$ cat config.mk
export PLATFORM = sky130hd
export DESIGN_NAME = uft_top
export DESIGN_NICKNAME = d
export VERILOG_FILES = /design/src/hdl/uft_pkg.sv /design/src/hdl/uft_baud.sv /design/src/hdl/uft_rxstop.sv /design/src/hdl/uft_top.sv
export SDC_FILE = /design/constraint.sdc
export NUM_CORES = 1
export LEC_CHECK = 0
export BUFFER_PORTS_ARGS = -buffer_cell sky130_fd_sc_hd__buf_2
export CORE_ASPECT_RATIO = 1.5
export CORE_MARGIN = 2
export CORE_UTILIZATION = 55
export DETAILED_ROUTE_END_ITERATION = 16
export PLACE_DENSITY = 0.81
export SYNTH_ARGS = -nofsm -noshare
export SYNTH_HDL_FRONTEND = slang
export SYNTH_HIERARCHICAL = 1
export SYNTH_SLANG_ARGS = --single-unit
$ cat constraint.sdc
create_clock -name ref_clk -period 3.35 [get_ports ref_clk]
set_input_delay 0.67 -clock ref_clk [delete_from_list [all_inputs] [get_ports ref_clk]]
set_output_delay 0.67 -clock ref_clk [all_outputs]
set_load 0.05 [all_outputs]
$ cat src/hdl/uft_pkg.sv
// Shared constants, types and decoding functions of the serial frame transmitter.
package uft_pkg;

	// Register offsets on the plain register port.
	localparam logic [2:0] ADDR_DATA    = 3'h0;
	localparam logic [2:0] ADDR_STATUS  = 3'h1;
	localparam logic [2:0] ADDR_CTRL    = 3'h2;
	localparam logic [2:0] ADDR_FORMAT  = 3'h3;
	localparam logic [2:0] ADDR_BAUD_LO = 3'h4;
	localparam logic [2:0] ADDR_BAUD_HI = 3'h5;

	// Status bit positions.
	localparam int ST_BUF_EMPTY = 0;
	localparam int ST_TX_DONE   = 1;
	localparam int ST_FRAME_ERR = 2;

	// Control bit positions.
	localparam int CT_TX_EN     = 0;
	localparam int CT_RX_EN     = 1;
	localparam int CT_NINTH     = 2;
	localparam int CT_DOUBLE    = 3;
	localparam int CT_SYNC      = 4;
	localparam int CT_XCK_MSTR  = 5;

	// Format field positions.
	localparam int FM_SIZE_LSB  = 0;
	localparam int FM_PAR_ODD   = 3;
	localparam int FM_PAR_EN    = 4;
	localparam int FM_STOP2     = 5;

	// Reset values.
	localparam logic [7:0]  CTRL_RST   = 8'h00;
	localparam logic [7:0]  FORMAT_RST = 8'h03;
	localparam logic [11:0] BAUD_RST   = 12'h000;

	// Character size code for nine data bits.
	localparam logic [2:0]  SIZE_NINE  = 3'h7;

	// Last prescaler step per bit in normal and double speed.
	localparam logic [3:0]  PRE_NORMAL_LAST = 4'hf;
	localparam logic [3:0]  PRE_DOUBLE_LAST = 4'h7;

	typedef enum logic [2:0] {
		TX_IDLE,
		TX_START,
		TX_DATA,
		TX_PARITY,
		TX_STOP1,
		TX_STOP2
	} uft_tx_state_t;

	// Number of data bits for a size code; reserved codes act as eight.
	function automatic logic [3:0] data_bits(input logic [2:0] size);
		logic [3:0] n;
		n = 4'h8;
		if (size == SIZE_NINE)
			n = 4'h9;
		else if (size < 3'h4)
			n = 4'h5 + {2'h0, size[1:0]};
		return n;
	endfunction

	// Mask that keeps only the data bits of a character.
	function automatic logic [8:0] data_mask(input logic [2:0] size);
		logic [8:0] m;
		m = 9'h000;
		for (int i = 0; i < 9; i++)
			m[i] = (i < int'(data_bits(size)));
		return m;
	endfunction

endpackage

$ cat src/hdl/uft_baud.sv
// Bit rate generator with transfer clock master output and slave edge detection.
module uft_baud (
	// Clock and reset.
	input  wire logic        ref_clk,
	input  wire logic        rst,
	// Configuration.
	input  wire logic [11:0] baud_divisor,
	input  wire logic        divisor_reload,
	input  wire logic        double_speed_select,
	input  wire logic        sync_mode,
	input  wire logic        xck_master,
	// Transfer clock pin.
	input  wire logic        transfer_clock_pin_in,
	output logic             transfer_clock_pin_out,
	output logic             transfer_clock_pin_oe,
	// Bit timing.
	output logic             bit_tick
);

	typedef struct packed {
		logic [11:0] cnt;
		logic [3:0]  pre;
		logic        xck;
		logic        s1;
		logic        s2;
		logic        s3;
	} uft_baud_state_t;

	uft_baud_state_t s_q;
	uft_baud_state_t s_d;
	logic            base_tick;
	logic [3:0]      pre_last;

	always_comb
	begin
		s_d       = s_q;
		base_tick = (s_q.cnt == 12'h000);
		pre_last  = double_speed_select ? uft_pkg::PRE_DOUBLE_LAST : uft_pkg::PRE_NORMAL_LAST;
		if (base_tick || divisor_reload)
			s_d.cnt = baud_divisor;
		else
			s_d.cnt = s_q.cnt - 12'h001;
		if (base_tick)
			s_d.pre = (s_q.pre >= pre_last) ? 4'h0 : s_q.pre + 4'h1;
		if (base_tick && sync_mode && xck_master)
			s_d.xck = ~s_q.xck;
		else if (!(sync_mode && xck_master))
			s_d.xck = 1'b0;
		s_d.s1 = transfer_clock_pin_in;
		s_d.s2 = s_q.s1;
		s_d.s3 = s_q.s2;
		// Bits change on the rising transfer clock edge in both synchronous roles.
		if (!sync_mode)
			bit_tick = base_tick && (s_q.pre >= pre_last);
		else if (xck_master)
			bit_tick = base_tick && !s_q.xck;
		else
			bit_tick = s_q.s2 && !s_q.s3;
	end

	always_ff @(posedge ref_clk or posedge rst)
	begin
		if (rst)
			s_q <= '0;
		else
			s_q <= s_d;
	end

	assign transfer_clock_pin_out = s_q.xck;
	assign transfer_clock_pin_oe  = sync_mode && xck_master;

endmodule

$ cat src/hdl/uft_rxstop.sv
// Receive side frame walker that checks only the first stop bit.
module uft_rxstop (
	// Clock and reset.
	input  wire logic       ref_clk,
	input  wire logic       rst,
	// Shared frame format.
	input  wire logic       rx_enable,
	input  wire logic [2:0] char_size_field,
	input  wire logic       parity_enable,
	input  wire logic       bit_tick,
	// Serial input pin.
	input  wire logic       serial_in_pin,
	// Result.
	output logic            frame_error_pulse
);

	typedef struct packed {
		logic       s1;
		logic       s2;
		logic       busy;
		logic [3:0] cnt;
		logic       fe;
	} uft_rxstop_state_t;

	uft_rxstop_state_t s_q;
	uft_rxstop_state_t s_d;
	logic [3:0]        last;

	always_comb
	begin
		s_d    = s_q;
		s_d.s1 = serial_in_pin;
		s_d.s2 = s_q.s1;
		s_d.fe = 1'b0;
		last   = uft_pkg::data_bits(char_size_field) + {3'h0, parity_enable};
		if (!rx_enable)
			s_d.busy = 1'b0;
		else if (bit_tick && !s_q.busy && !s_q.s2)
		begin
			s_d.busy = 1'b1;
			s_d.cnt  = 4'h0;
		end
		else if (bit_tick && s_q.busy)
		begin
			if (s_q.cnt == last)
			begin
				// A second stop bit is never looked at.
				s_d.fe   = !s_q.s2;
				s_d.busy = 1'b0;
			end
			else
				s_d.cnt = s_q.cnt + 4'h1;
		end
	end

	always_ff @(posedge ref_clk or posedge rst)
	begin
		if (rst)
			s_q <= '{s1: 1'b1, s2: 1'b1, default: '0};
		else
			s_q <= s_d;
	end

	assign frame_error_pulse = s_q.fe;

endmodule

$ cat src/hdl/uft_top.sv
// Register file, transmit buffer and frame shifter of the serial transmitter.
//
// What this block does
// - Support all thirty frame formats.
// - Send data least significant bit first.
// - Parity bit follows last data bit.
// - Next frame may follow without gap.
// - Stop bits and idle line high.
// - One shared format for receive and transmit.
// - Frame error from first stop only.
// - Parity is XOR, inverted when odd.
// - Size seven sends ninth bit too.
// - Transmit enable takes the output pin.
// - Synchronous mode shifts on transfer clock.
// - Data write loads buffer, starts sending.
// - Buffer moves when shifter idle or done.
// - Whole frame at configured bit rate.
// - Unused upper data bits never sent.
// - Buffer empty flag tracks buffer content.
// - Complete flag set at end, write-one clears.
// - Disable waits until buffer, shifter empty.
module uft_top (
	// Clock and reset.
	input  wire logic       ref_clk,
	input  wire logic       rst,
	// Register port.
	input  wire logic [2:0] reg_addr,
	input  wire logic [7:0] reg_wdata,
	input  wire logic       reg_wr,
	input  wire logic       reg_rd,
	output logic      [7:0] reg_rdata,
	// Serial pins.
	output logic            serial_out_pin,
	output logic            serial_out_pin_oe,
	input  wire logic       serial_in_pin,
	input  wire logic       transfer_clock_pin_in,
	output logic            transfer_clock_pin_out,
	output logic            transfer_clock_pin_oe
);

	typedef struct packed {
		logic [7:0]              ctrl;
		logic [7:0]              fmt;
		logic [11:0]             baud;
		logic [8:0]              buf_data;
		logic                    buf_full;
		logic [8:0]              frame;
		logic [3:0]              bit_idx;
		uft_pkg::uft_tx_state_t  st;
		logic                    active;
		logic                    tx_done;
		logic                    frame_err;
		logic                    out;
		logic [7:0]              rdata;
	} uft_top_state_t;

	uft_top_state_t s_q;
	uft_top_state_t s_d;
	logic           bit_tick;
	logic           fe_pulse;
	logic           wr_data;
	logic           wr_baud_lo;
	logic           done_set;
	logic           finish;
	logic [3:0]     nbits;
	logic           par_en;
	logic           busy;

	uft_baud u_baud (
		.ref_clk                (ref_clk),
		.rst                    (rst),
		.baud_divisor           (s_q.baud),
		.divisor_reload         (wr_baud_lo),
		.double_speed_select    (s_q.ctrl[uft_pkg::CT_DOUBLE]),
		.sync_mode              (s_q.ctrl[uft_pkg::CT_SYNC]),
		.xck_master             (s_q.ctrl[uft_pkg::CT_XCK_MSTR]),
		.transfer_clock_pin_in  (transfer_clock_pin_in),
		.transfer_clock_pin_out (transfer_clock_pin_out),
		.transfer_clock_pin_oe  (transfer_clock_pin_oe),
		.bit_tick               (bit_tick)
	);

	uft_rxstop u_rxstop (
		.ref_clk           (ref_clk),
		.rst               (rst),
		.rx_enable         (s_q.ctrl[uft_pkg::CT_RX_EN]),
		.char_size_field   (s_q.fmt[2:0]),
		.parity_enable     (s_q.fmt[uft_pkg::FM_PAR_EN]),
		.bit_tick          (bit_tick),
		.serial_in_pin     (serial_in_pin),
		.frame_error_pulse (fe_pulse)
	);

	always_comb
	begin
		s_d        = s_q;
		wr_data    = reg_wr && (reg_addr == uft_pkg::ADDR_DATA);
		wr_baud_lo = reg_wr && (reg_addr == uft_pkg::ADDR_BAUD_LO);
		done_set   = 1'b0;
		finish     = 1'b0;
		// The live format feeds both directions, so changing it mid-frame corrupts both.
		nbits      = uft_pkg::data_bits(s_q.fmt[2:0]);
		par_en     = s_q.fmt[uft_pkg::FM_PAR_EN];

		if (bit_tick)
		begin
			case (s_q.st)
				uft_pkg::TX_IDLE:
				begin
					finish = 1'b1;
				end
				uft_pkg::TX_START:
				begin
					s_d.st      = uft_pkg::TX_DATA;
					s_d.bit_idx = 4'h0;
					s_d.out     = s_q.frame[0];
				end
				uft_pkg::TX_DATA:
				begin
					if (s_q.bit_idx == nbits - 4'h1)
					begin
						if (par_en)
						begin
							s_d.st  = uft_pkg::TX_PARITY;
							s_d.out = (^s_q.frame) ^ s_q.fmt[uft_pkg::FM_PAR_ODD];
						end
						else
						begin
							s_d.st  = uft_pkg::TX_STOP1;
							s_d.out = 1'b1;
						end
					end
					else
					begin
						s_d.bit_idx = s_q.bit_idx + 4'h1;
						s_d.out     = s_q.frame[s_q.bit_idx + 4'h1];
					end
				end
				uft_pkg::TX_PARITY:
				begin
					s_d.st  = uft_pkg::TX_STOP1;
					s_d.out = 1'b1;
				end
				uft_pkg::TX_STOP1:
				begin
					if (s_q.fmt[uft_pkg::FM_STOP2])
					begin
						s_d.st  = uft_pkg::TX_STOP2;
						s_d.out = 1'b1;
					end
					else
					begin
						finish   = 1'b1;
						done_set = !s_q.buf_full;
					end
				end
				default:
				begin
					finish   = 1'b1;
					done_set = !s_q.buf_full;
				end
			endcase
			// Reload straight after the last stop bit, or start from idle.
			if (finish && s_q.active && s_q.buf_full)
			begin
				s_d.st       = uft_pkg::TX_START;
				s_d.frame    = s_q.buf_data & uft_pkg::data_mask(s_q.fmt[2:0]);
				s_d.buf_full = 1'b0;
				s_d.out      = 1'b0;
			end
			else if (finish)
			begin
				s_d.st  = uft_pkg::TX_IDLE;
				s_d.out = 1'b1;
			end
		end

		// Register writes come after the shifter so a fresh load is never lost.
		if (wr_data)
		begin
			s_d.buf_data = {s_q.ctrl[uft_pkg::CT_NINTH], reg_wdata};
			s_d.buf_full = 1'b1;
		end
		else if (reg_wr && reg_addr == uft_pkg::ADDR_STATUS)
		begin
			if (reg_wdata[uft_pkg::ST_TX_DONE])
				s_d.tx_done = 1'b0;
			if (reg_wdata[uft_pkg::ST_FRAME_ERR])
				s_d.frame_err = 1'b0;
		end
		else if (reg_wr && reg_addr == uft_pkg::ADDR_CTRL)
			s_d.ctrl = reg_wdata;
		else if (reg_wr && reg_addr == uft_pkg::ADDR_FORMAT)
			s_d.fmt = reg_wdata;
		else if (wr_baud_lo)
			s_d.baud[7:0] = reg_wdata;
		else if (reg_wr && reg_addr == uft_pkg::ADDR_BAUD_HI)
			s_d.baud[11:8] = reg_wdata[3:0];

		// Set wins over a clear in the same cycle.
		if (done_set)
			s_d.tx_done = 1'b1;
		if (fe_pulse)
			s_d.frame_err = 1'b1;

		// Enable drops only once buffer and shifter are both empty.
		busy       = (s_q.st != uft_pkg::TX_IDLE) || s_q.buf_full;
		s_d.active = s_d.ctrl[uft_pkg::CT_TX_EN] || (s_q.active && busy);

		s_d.rdata = 8'h00;
		if (reg_rd)
		begin
			if (reg_addr == uft_pkg::ADDR_STATUS)
				s_d.rdata = {5'h00, s_q.frame_err, s_q.tx_done, !s_q.buf_full};
			else if (reg_addr == uft_pkg::ADDR_CTRL)
				s_d.rdata = s_q.ctrl;
			else if (reg_addr == uft_pkg::ADDR_FORMAT)
				s_d.rdata = s_q.fmt;
			else if (reg_addr == uft_pkg::ADDR_BAUD_LO)
				s_d.rdata = s_q.baud[7:0];
			else if (reg_addr == uft_pkg::ADDR_BAUD_HI)
				s_d.rdata = {4'h0, s_q.baud[11:8]};
		end
	end

	always_ff @(posedge ref_clk or posedge rst)
	begin
		if (rst)
			s_q <= '{ctrl: uft_pkg::CTRL_RST, fmt: uft_pkg::FORMAT_RST,
				baud: uft_pkg::BAUD_RST, st: uft_pkg::TX_IDLE, out: 1'b1, default: '0};
		else
			s_q <= s_d;
	end

	assign reg_rdata         = s_q.rdata;
	assign serial_out_pin    = s_q.out;
	assign serial_out_pin_oe = s_q.active;
endmodule

After elaboration in Yosys (flattened, before gate mapping) --
Index checks and enable logic that the tools add are counted.
Word-level totals: flip-flop bits (word level) 94, input port bits 17, output and inout port bits 12, word-level logic and storage cells 194
Cells by class: $add $sub $neg 7, $lt $le $gt $ge 12, equality and inequality tests 21, mux-type cells 65, bitwise operators 8, reduce and logical (&&, ||, !) cells 55
Operator list (number):
- two-way mux 8 bit | 7
- two-way mux 4 bit | 11
- two-way mux 21 bit | 2
- two-way mux 1 bit | 25
- two-way mux 12 bit | 2
- two-way mux 20 bit | 1
- logical AND 1 bit | 18
- AND reduction 3 bit | 6
- two-way mux 17 bit | 1
- less-than comparator 3 x 4 -> 1 bit, first input constant | 4
- nonzero test 2 bit | 8
- two-way mux 3 bit | 5
- adder 4 x 1 -> 4 bit, second input constant | 3
- equality test 3 x 2 -> 1 bit, second input constant | 4
- equality test 3 bit, second input constant | 4
- zero test 12 bit | 1
- case mux 3 bit (4 select lines) | 1
- subtractor 12 x 1 -> 12 bit, second input constant | 1
- two-way mux 10 bit | 1
- AND 9 bit | 1
- parity 9 bit | 1
- equality test 4 bit | 2
- less-than comparator 1 x 4 -> 1 bit, first input constant | 2
- less-than comparator 2 x 4 -> 1 bit, first input constant | 2
- other kinds (32) | 55

Longest topological paths before layout --
word-level depth 14, depth in mapped cells 11

Hierarchy --
Netlist, hierarchy kept.
By module, submodules not included:
- uft_top | times used 1, cells an instance 306, area an instance 3397.0 um^2, sequential area each 1655.3 um^2
- uft_baud | times used 1, cells an instance 109, area an instance 1061.0 um^2, sequential area each 500.5 um^2
- uft_rxstop | times used 1, cells an instance 48, area an instance 513.0 um^2, sequential area each 202.7 um^2

Least setup slack after synthesis --
OpenSTA, ideal clock, no wires.
path kind flip-flop to flip-flop, from register s_q[50] (netlist name), to register s_q[15] (netlist name), arrival 2.256 ns, required time 3.228 ns, path slack 0.972 ns, stages on the path, launching flop included 11, buffers on the path 2, path through dfstp_2 ha_1 buf_2 o21ai_0 ha_1 xor2_1 a221o_1 nand4_1 buf_4 nand3_1 a32o_1

Final worst setup path --
from register u_baud/s_q[8] in the netlist's numbering, to register u_rxstop/s_q[4] in the netlist's numbering
On the way: word-level cells in the longest chain between the ends 8, elaborated cells between the ends (all ways) 12
Ends and longest elaborated chain:
- start: declaration | RTL line uft_baud.sv:29 | uft_baud_state_t s_q;
- start signal: assignment | RTL line uft_baud.sv:64 | s_q <= '0;
- start signal: assignment | RTL line uft_baud.sv:66 | s_q <= s_d;
- zero test 12 bit * | RTL line uft_baud.sv:37 | base_tick = (s_q.cnt == 12'h000);
- logical AND 1 bit | RTL line uft_baud.sv:56 | bit_tick = base_tick && !s_q.xck;
- two-way mux 1 bit | RTL line uft_baud.sv:55 | else if (xck_master)
- two-way mux 1 bit * | RTL line uft_baud.sv:53 | if (!sync_mode)
- named net bit_tick | RTL line uft_top.sv:59 | logic bit_tick;
- logical AND 1 bit (2 in series) | RTL line uft_rxstop.sv:38 | else if (bit_tick && !s_q.busy && !s_q.s2)
- inequality test 2 x 1 -> 1 bit (no source line) / nonzero test 2 bit (equally long branches)
- AND reduction 3 bit (no source line)
- end signal: assignment | RTL line uft_rxstop.sv:59 | s_q <= '{s1: 1'b1, s2: 1'b1, default: '0};
- end signal: assignment | RTL line uft_rxstop.sv:61 | s_q <= s_d;
- end: declaration | RTL line uft_rxstop.sv:25 | uft_rxstop_state_t s_q;
The timed path passes the listed nets; every way through them passes the cells marked *. A chain may end at the register's enable or synchronous reset.

==> impl_metrics.csv <==
group,metric,value,unit
outcome,outcome,"finished clean",
route,route.detailed.drc,0,
global_routing,grt_pass1_vias,3766,
pwr,power_density,722,mW/mm²
route,wire_per_inst,18.3,µm
clock_tree,clkLatencyLatePin,0.35,ns
finish,drive_above_1_share,21.7,%
route,first_pass_iters,4,
worst_setup_path,critical_path.top_delay_family,"simple AND/OR/NAND/NOR gates",
timing,whs,0.282,ns
timing,worst_pin_slew,0.799,ns
route,drt-initial-drc-count,211,
yosys,synth_top_family_by_area,"simple AND/OR/NAND/NOR gates",
route,vias_per_cell,6.05,
global_routing,antenna_found_initial,0,
clock_tree,htree_levels,3,
pwr,ir_worst_vdd,0.379,mV
yosys,postSynthCellCount,463,
place,dp_hpwl,8130,µm
yosys,avgSynthCellArea,10.7,µm²
floorplanning,initial_core_util,56.3,%
clock_tree,cts_sinks,94,
finish,synthToLayoutAreaGrowth,9.29,%
global_routing,grt_max_degree,39,
worst_setup_path,startpoint,"u_baud/s_q[8]",
timing,setup_tns,0,ns
timing,setup_viol,0,
yosys,synth-simple-area-share,14.6,%
yosys,ys_ff_latch,94,
finish,seq_area,0.00236,mm²
clock_tree,cts_resized,0,
yosys,synthAdderAreaFrac,3.52,%
worst_setup_path,critPathMaxStageDelay,0.42,ns
worst_setup_path,crit_buf_inv,1,
clock_tree,cts_tree,"built",
worst_setup_path,crit_path_end_kind,"flop",
clock_tree,hold_buffers,0,
timing,post-route-period-util,86.4,%
worst_setup_path,worst_ep_arrival_time,3.12,ns
floorplanning,core_area,0.00883,mm²
floorplanning,die_h,120,µm
finish,final_nets,510,
yosys,synth_area,0.00497,mm²
worst_setup_path,reg2reg_from,"u_baud/s_q[8]",
worst_setup_path,worst_setup_path_start_kind,"flop",
route,ant_nets,0,
yosys,async_flop_share,100,%
clock_tree,clk_pin_slew,0.06,ns
finish,multi_input_area,0.00238,mm²
floorplanning,io_pins,29,
yosys,ys_seq_area_share,47.4,%
timing,slew_violations,0,
finish,nFillCells,698,
worst_setup_path,criticalPathCategory,"reg -> reg",
yosys,synth_xor_xnor_area_share,5.61,%
yosys,synth_compound_area_share,12.7,%
clock_tree,cts.path.max_buffers,2,
route,vias,3590,
place,portBuffers,28,
global_routing,grt_pass1_wl,17500,µm
clock_tree,post_cts_buffers,0,
floorplanning,num_rows,42,
route,routed_wl,10900,µm
timing,fmax,346,MHz
timing,final_hold_viol_count,0,
floorplanning,dieArea,0.00983,mm²
worst_setup_path,path_cells,"inv_1, ha_1, nor2b_1, nand4_1, nor3_1, or3_1, and2_1, o31ai_1, a21bo_1, a211o_1",
yosys,synth_warnings,6,
finish,n_antenna_cell,0,
timing,rsz0062_at_grt,"false",
worst_setup_path,cp_slowest_cell,"dfrtp_1",
floorplanning,die_w,81.6,µm
worst_setup_path,cp.required,3.58,ns
timing,post-route-min-period,2.89,ns
yosys,synth_fp_nets,494,
place,place.gp.congestion,0.817,
global_routing,grt_util_all_layers,23.9,%
timing,skew,0.00966,ns
yosys,synth_edf_count,0,
yosys,synth_mux_area_share,11.4,%
clock_tree,cts_inserted_buffers,9,
job,maxCapViolations,0,
global_routing,overflow,0,
yosys,ys_types,61,
yosys,synth_flop_cell,"dfrtp_1",
pwr,p_leak,2.39,nW
hold_path,hold_class,"in -> async",
clock_tree,cts-root-buf,"clkbuf_16",
worst_setup_path,crit_fanout,7,
timing,slew-limit-headroom,46.6,%
## kinds of logic after synthesis
group                    count (synthesis)
AO/OA/AOI/OAI                           93
XOR/XNOR                                31
buffers and inverters                   46
multiplexers                            49
AND/OR/NAND/NOR                        136
adder cells (fa/ha/maj)                 14
flip-flops                              94
## layer usage
layer	vias to the layer above	wire length (µm)	GRT usage, %
met5	-	0	0
met3	37	396	5.82
met2	76	6060	43.3
met4	0	429	12.5
met1	1806	3990	24.5
li1	1671	-	-
## cell type report
class / count / share of cell area (%)
inverter: 19 / 1.31
timing repair buffer: 32 / 3.13
sequential: 94 / 43.4
clock buffer: 9 / 4.15
tap: 110 / 2.53
multi-input combinational: 323 / 43.9
clock inverter: 6 / 1.61
## path summary, 6_finish.rpt
path,slack [ns],endpoint,depth (start not counted)
hold / removal,0.28,u_rxstop/s_q[4],2
setup reg to reg,0.46,u_rxstop/s_q[4],10
max in group asynchronous,2.28,s_q[34],3
hold reg to reg,0.36,u_baud/s_d[0],0
min in group ref_clk,0.36,u_baud/s_d[0],0
setup / recovery,0.46,u_rxstop/s_q[4],10
## through the flow
step | utilization [%] | total power, mW | worst slack (ns) | instance area, µm² | cells
global route | 61.5 | 4.14 | 0.208 | 5430 | 593
CTS | 61.5 | 3.95 | 0.504 | 5430 | 593
global placement | 58.0 | 2.81 | 0.659 | 5120 | 578
floorplan | - | 2.59 | 0.972 | 4970 | 463
finish | 61.5 | 3.92 | 0.456 | 5430 | 593
detailed placement | 58.0 | 2.86 | 0.509 | 5120 | 578
## registers in the layout, indices dropped and copies added, names as in the netlist
name / flops
u_rxstop/s_d: 1
reg_rdata: 8
serial_out_pin: 1
serial_out_pin_oe: 1
u_baud/s_q: 17
s_q: 55
u_rxstop/s_q: 6
par_en: 1
u_baud/s_d: 2
u_rxstop/frame_error_pulse: 1
u_baud/transfer_clock_pin_out: 1
## report_power, final
part | total [mW] | internal [mW] | switching [mW]
sequential | 1.71 | 1.40 | 0.315
clock | 1.06 | 0.647 | 0.417
combinational | 1.15 | 0.555 | 0.591
total | 3.92 | 2.60 | 1.32
## cell usage in the layout (no fill, tap or decap), types with 9 or more instances in the layout
| cell | synthesis | final |
|---|---|---|
| nor2b_1 | 10 | 10 |
| nand2_1 | 31 | 31 |
| nor2_1 | 35 | 35 |
| xnor2_1 | 17 | 17 |
| buf_2 | 10 | 28 |
| dfrtp_1 | 89 | 89 |
| a21oi_1 | 26 | 26 |
| mux2_2 | 41 | 41 |
| o21ai_0 | 25 | 25 |
| inv_1 | 19 | 18 |
| xor2_1 | 13 | 13 |
| nand3_1 | 22 | 22 |
| ha_1 | 14 | 14 |
| clkbuf_16 | 0 | 9 |
## cell usage after synthesis (all sizes together), types with 13 or more instances
cell,instances,share of area [%]
dfrtp,89,45
mux2,42,9.5
nor2,35,2.6
nand2,31,2.3
a21oi,26,2.6
o21ai,26,2.7
nand3,22,2.2
buf,21,2.7
inv,19,1.4
xnor2,18,3.3
ha,14,3.5
xor2,13,2.3
No activity file was read; power rests on OpenSTA's default activity.
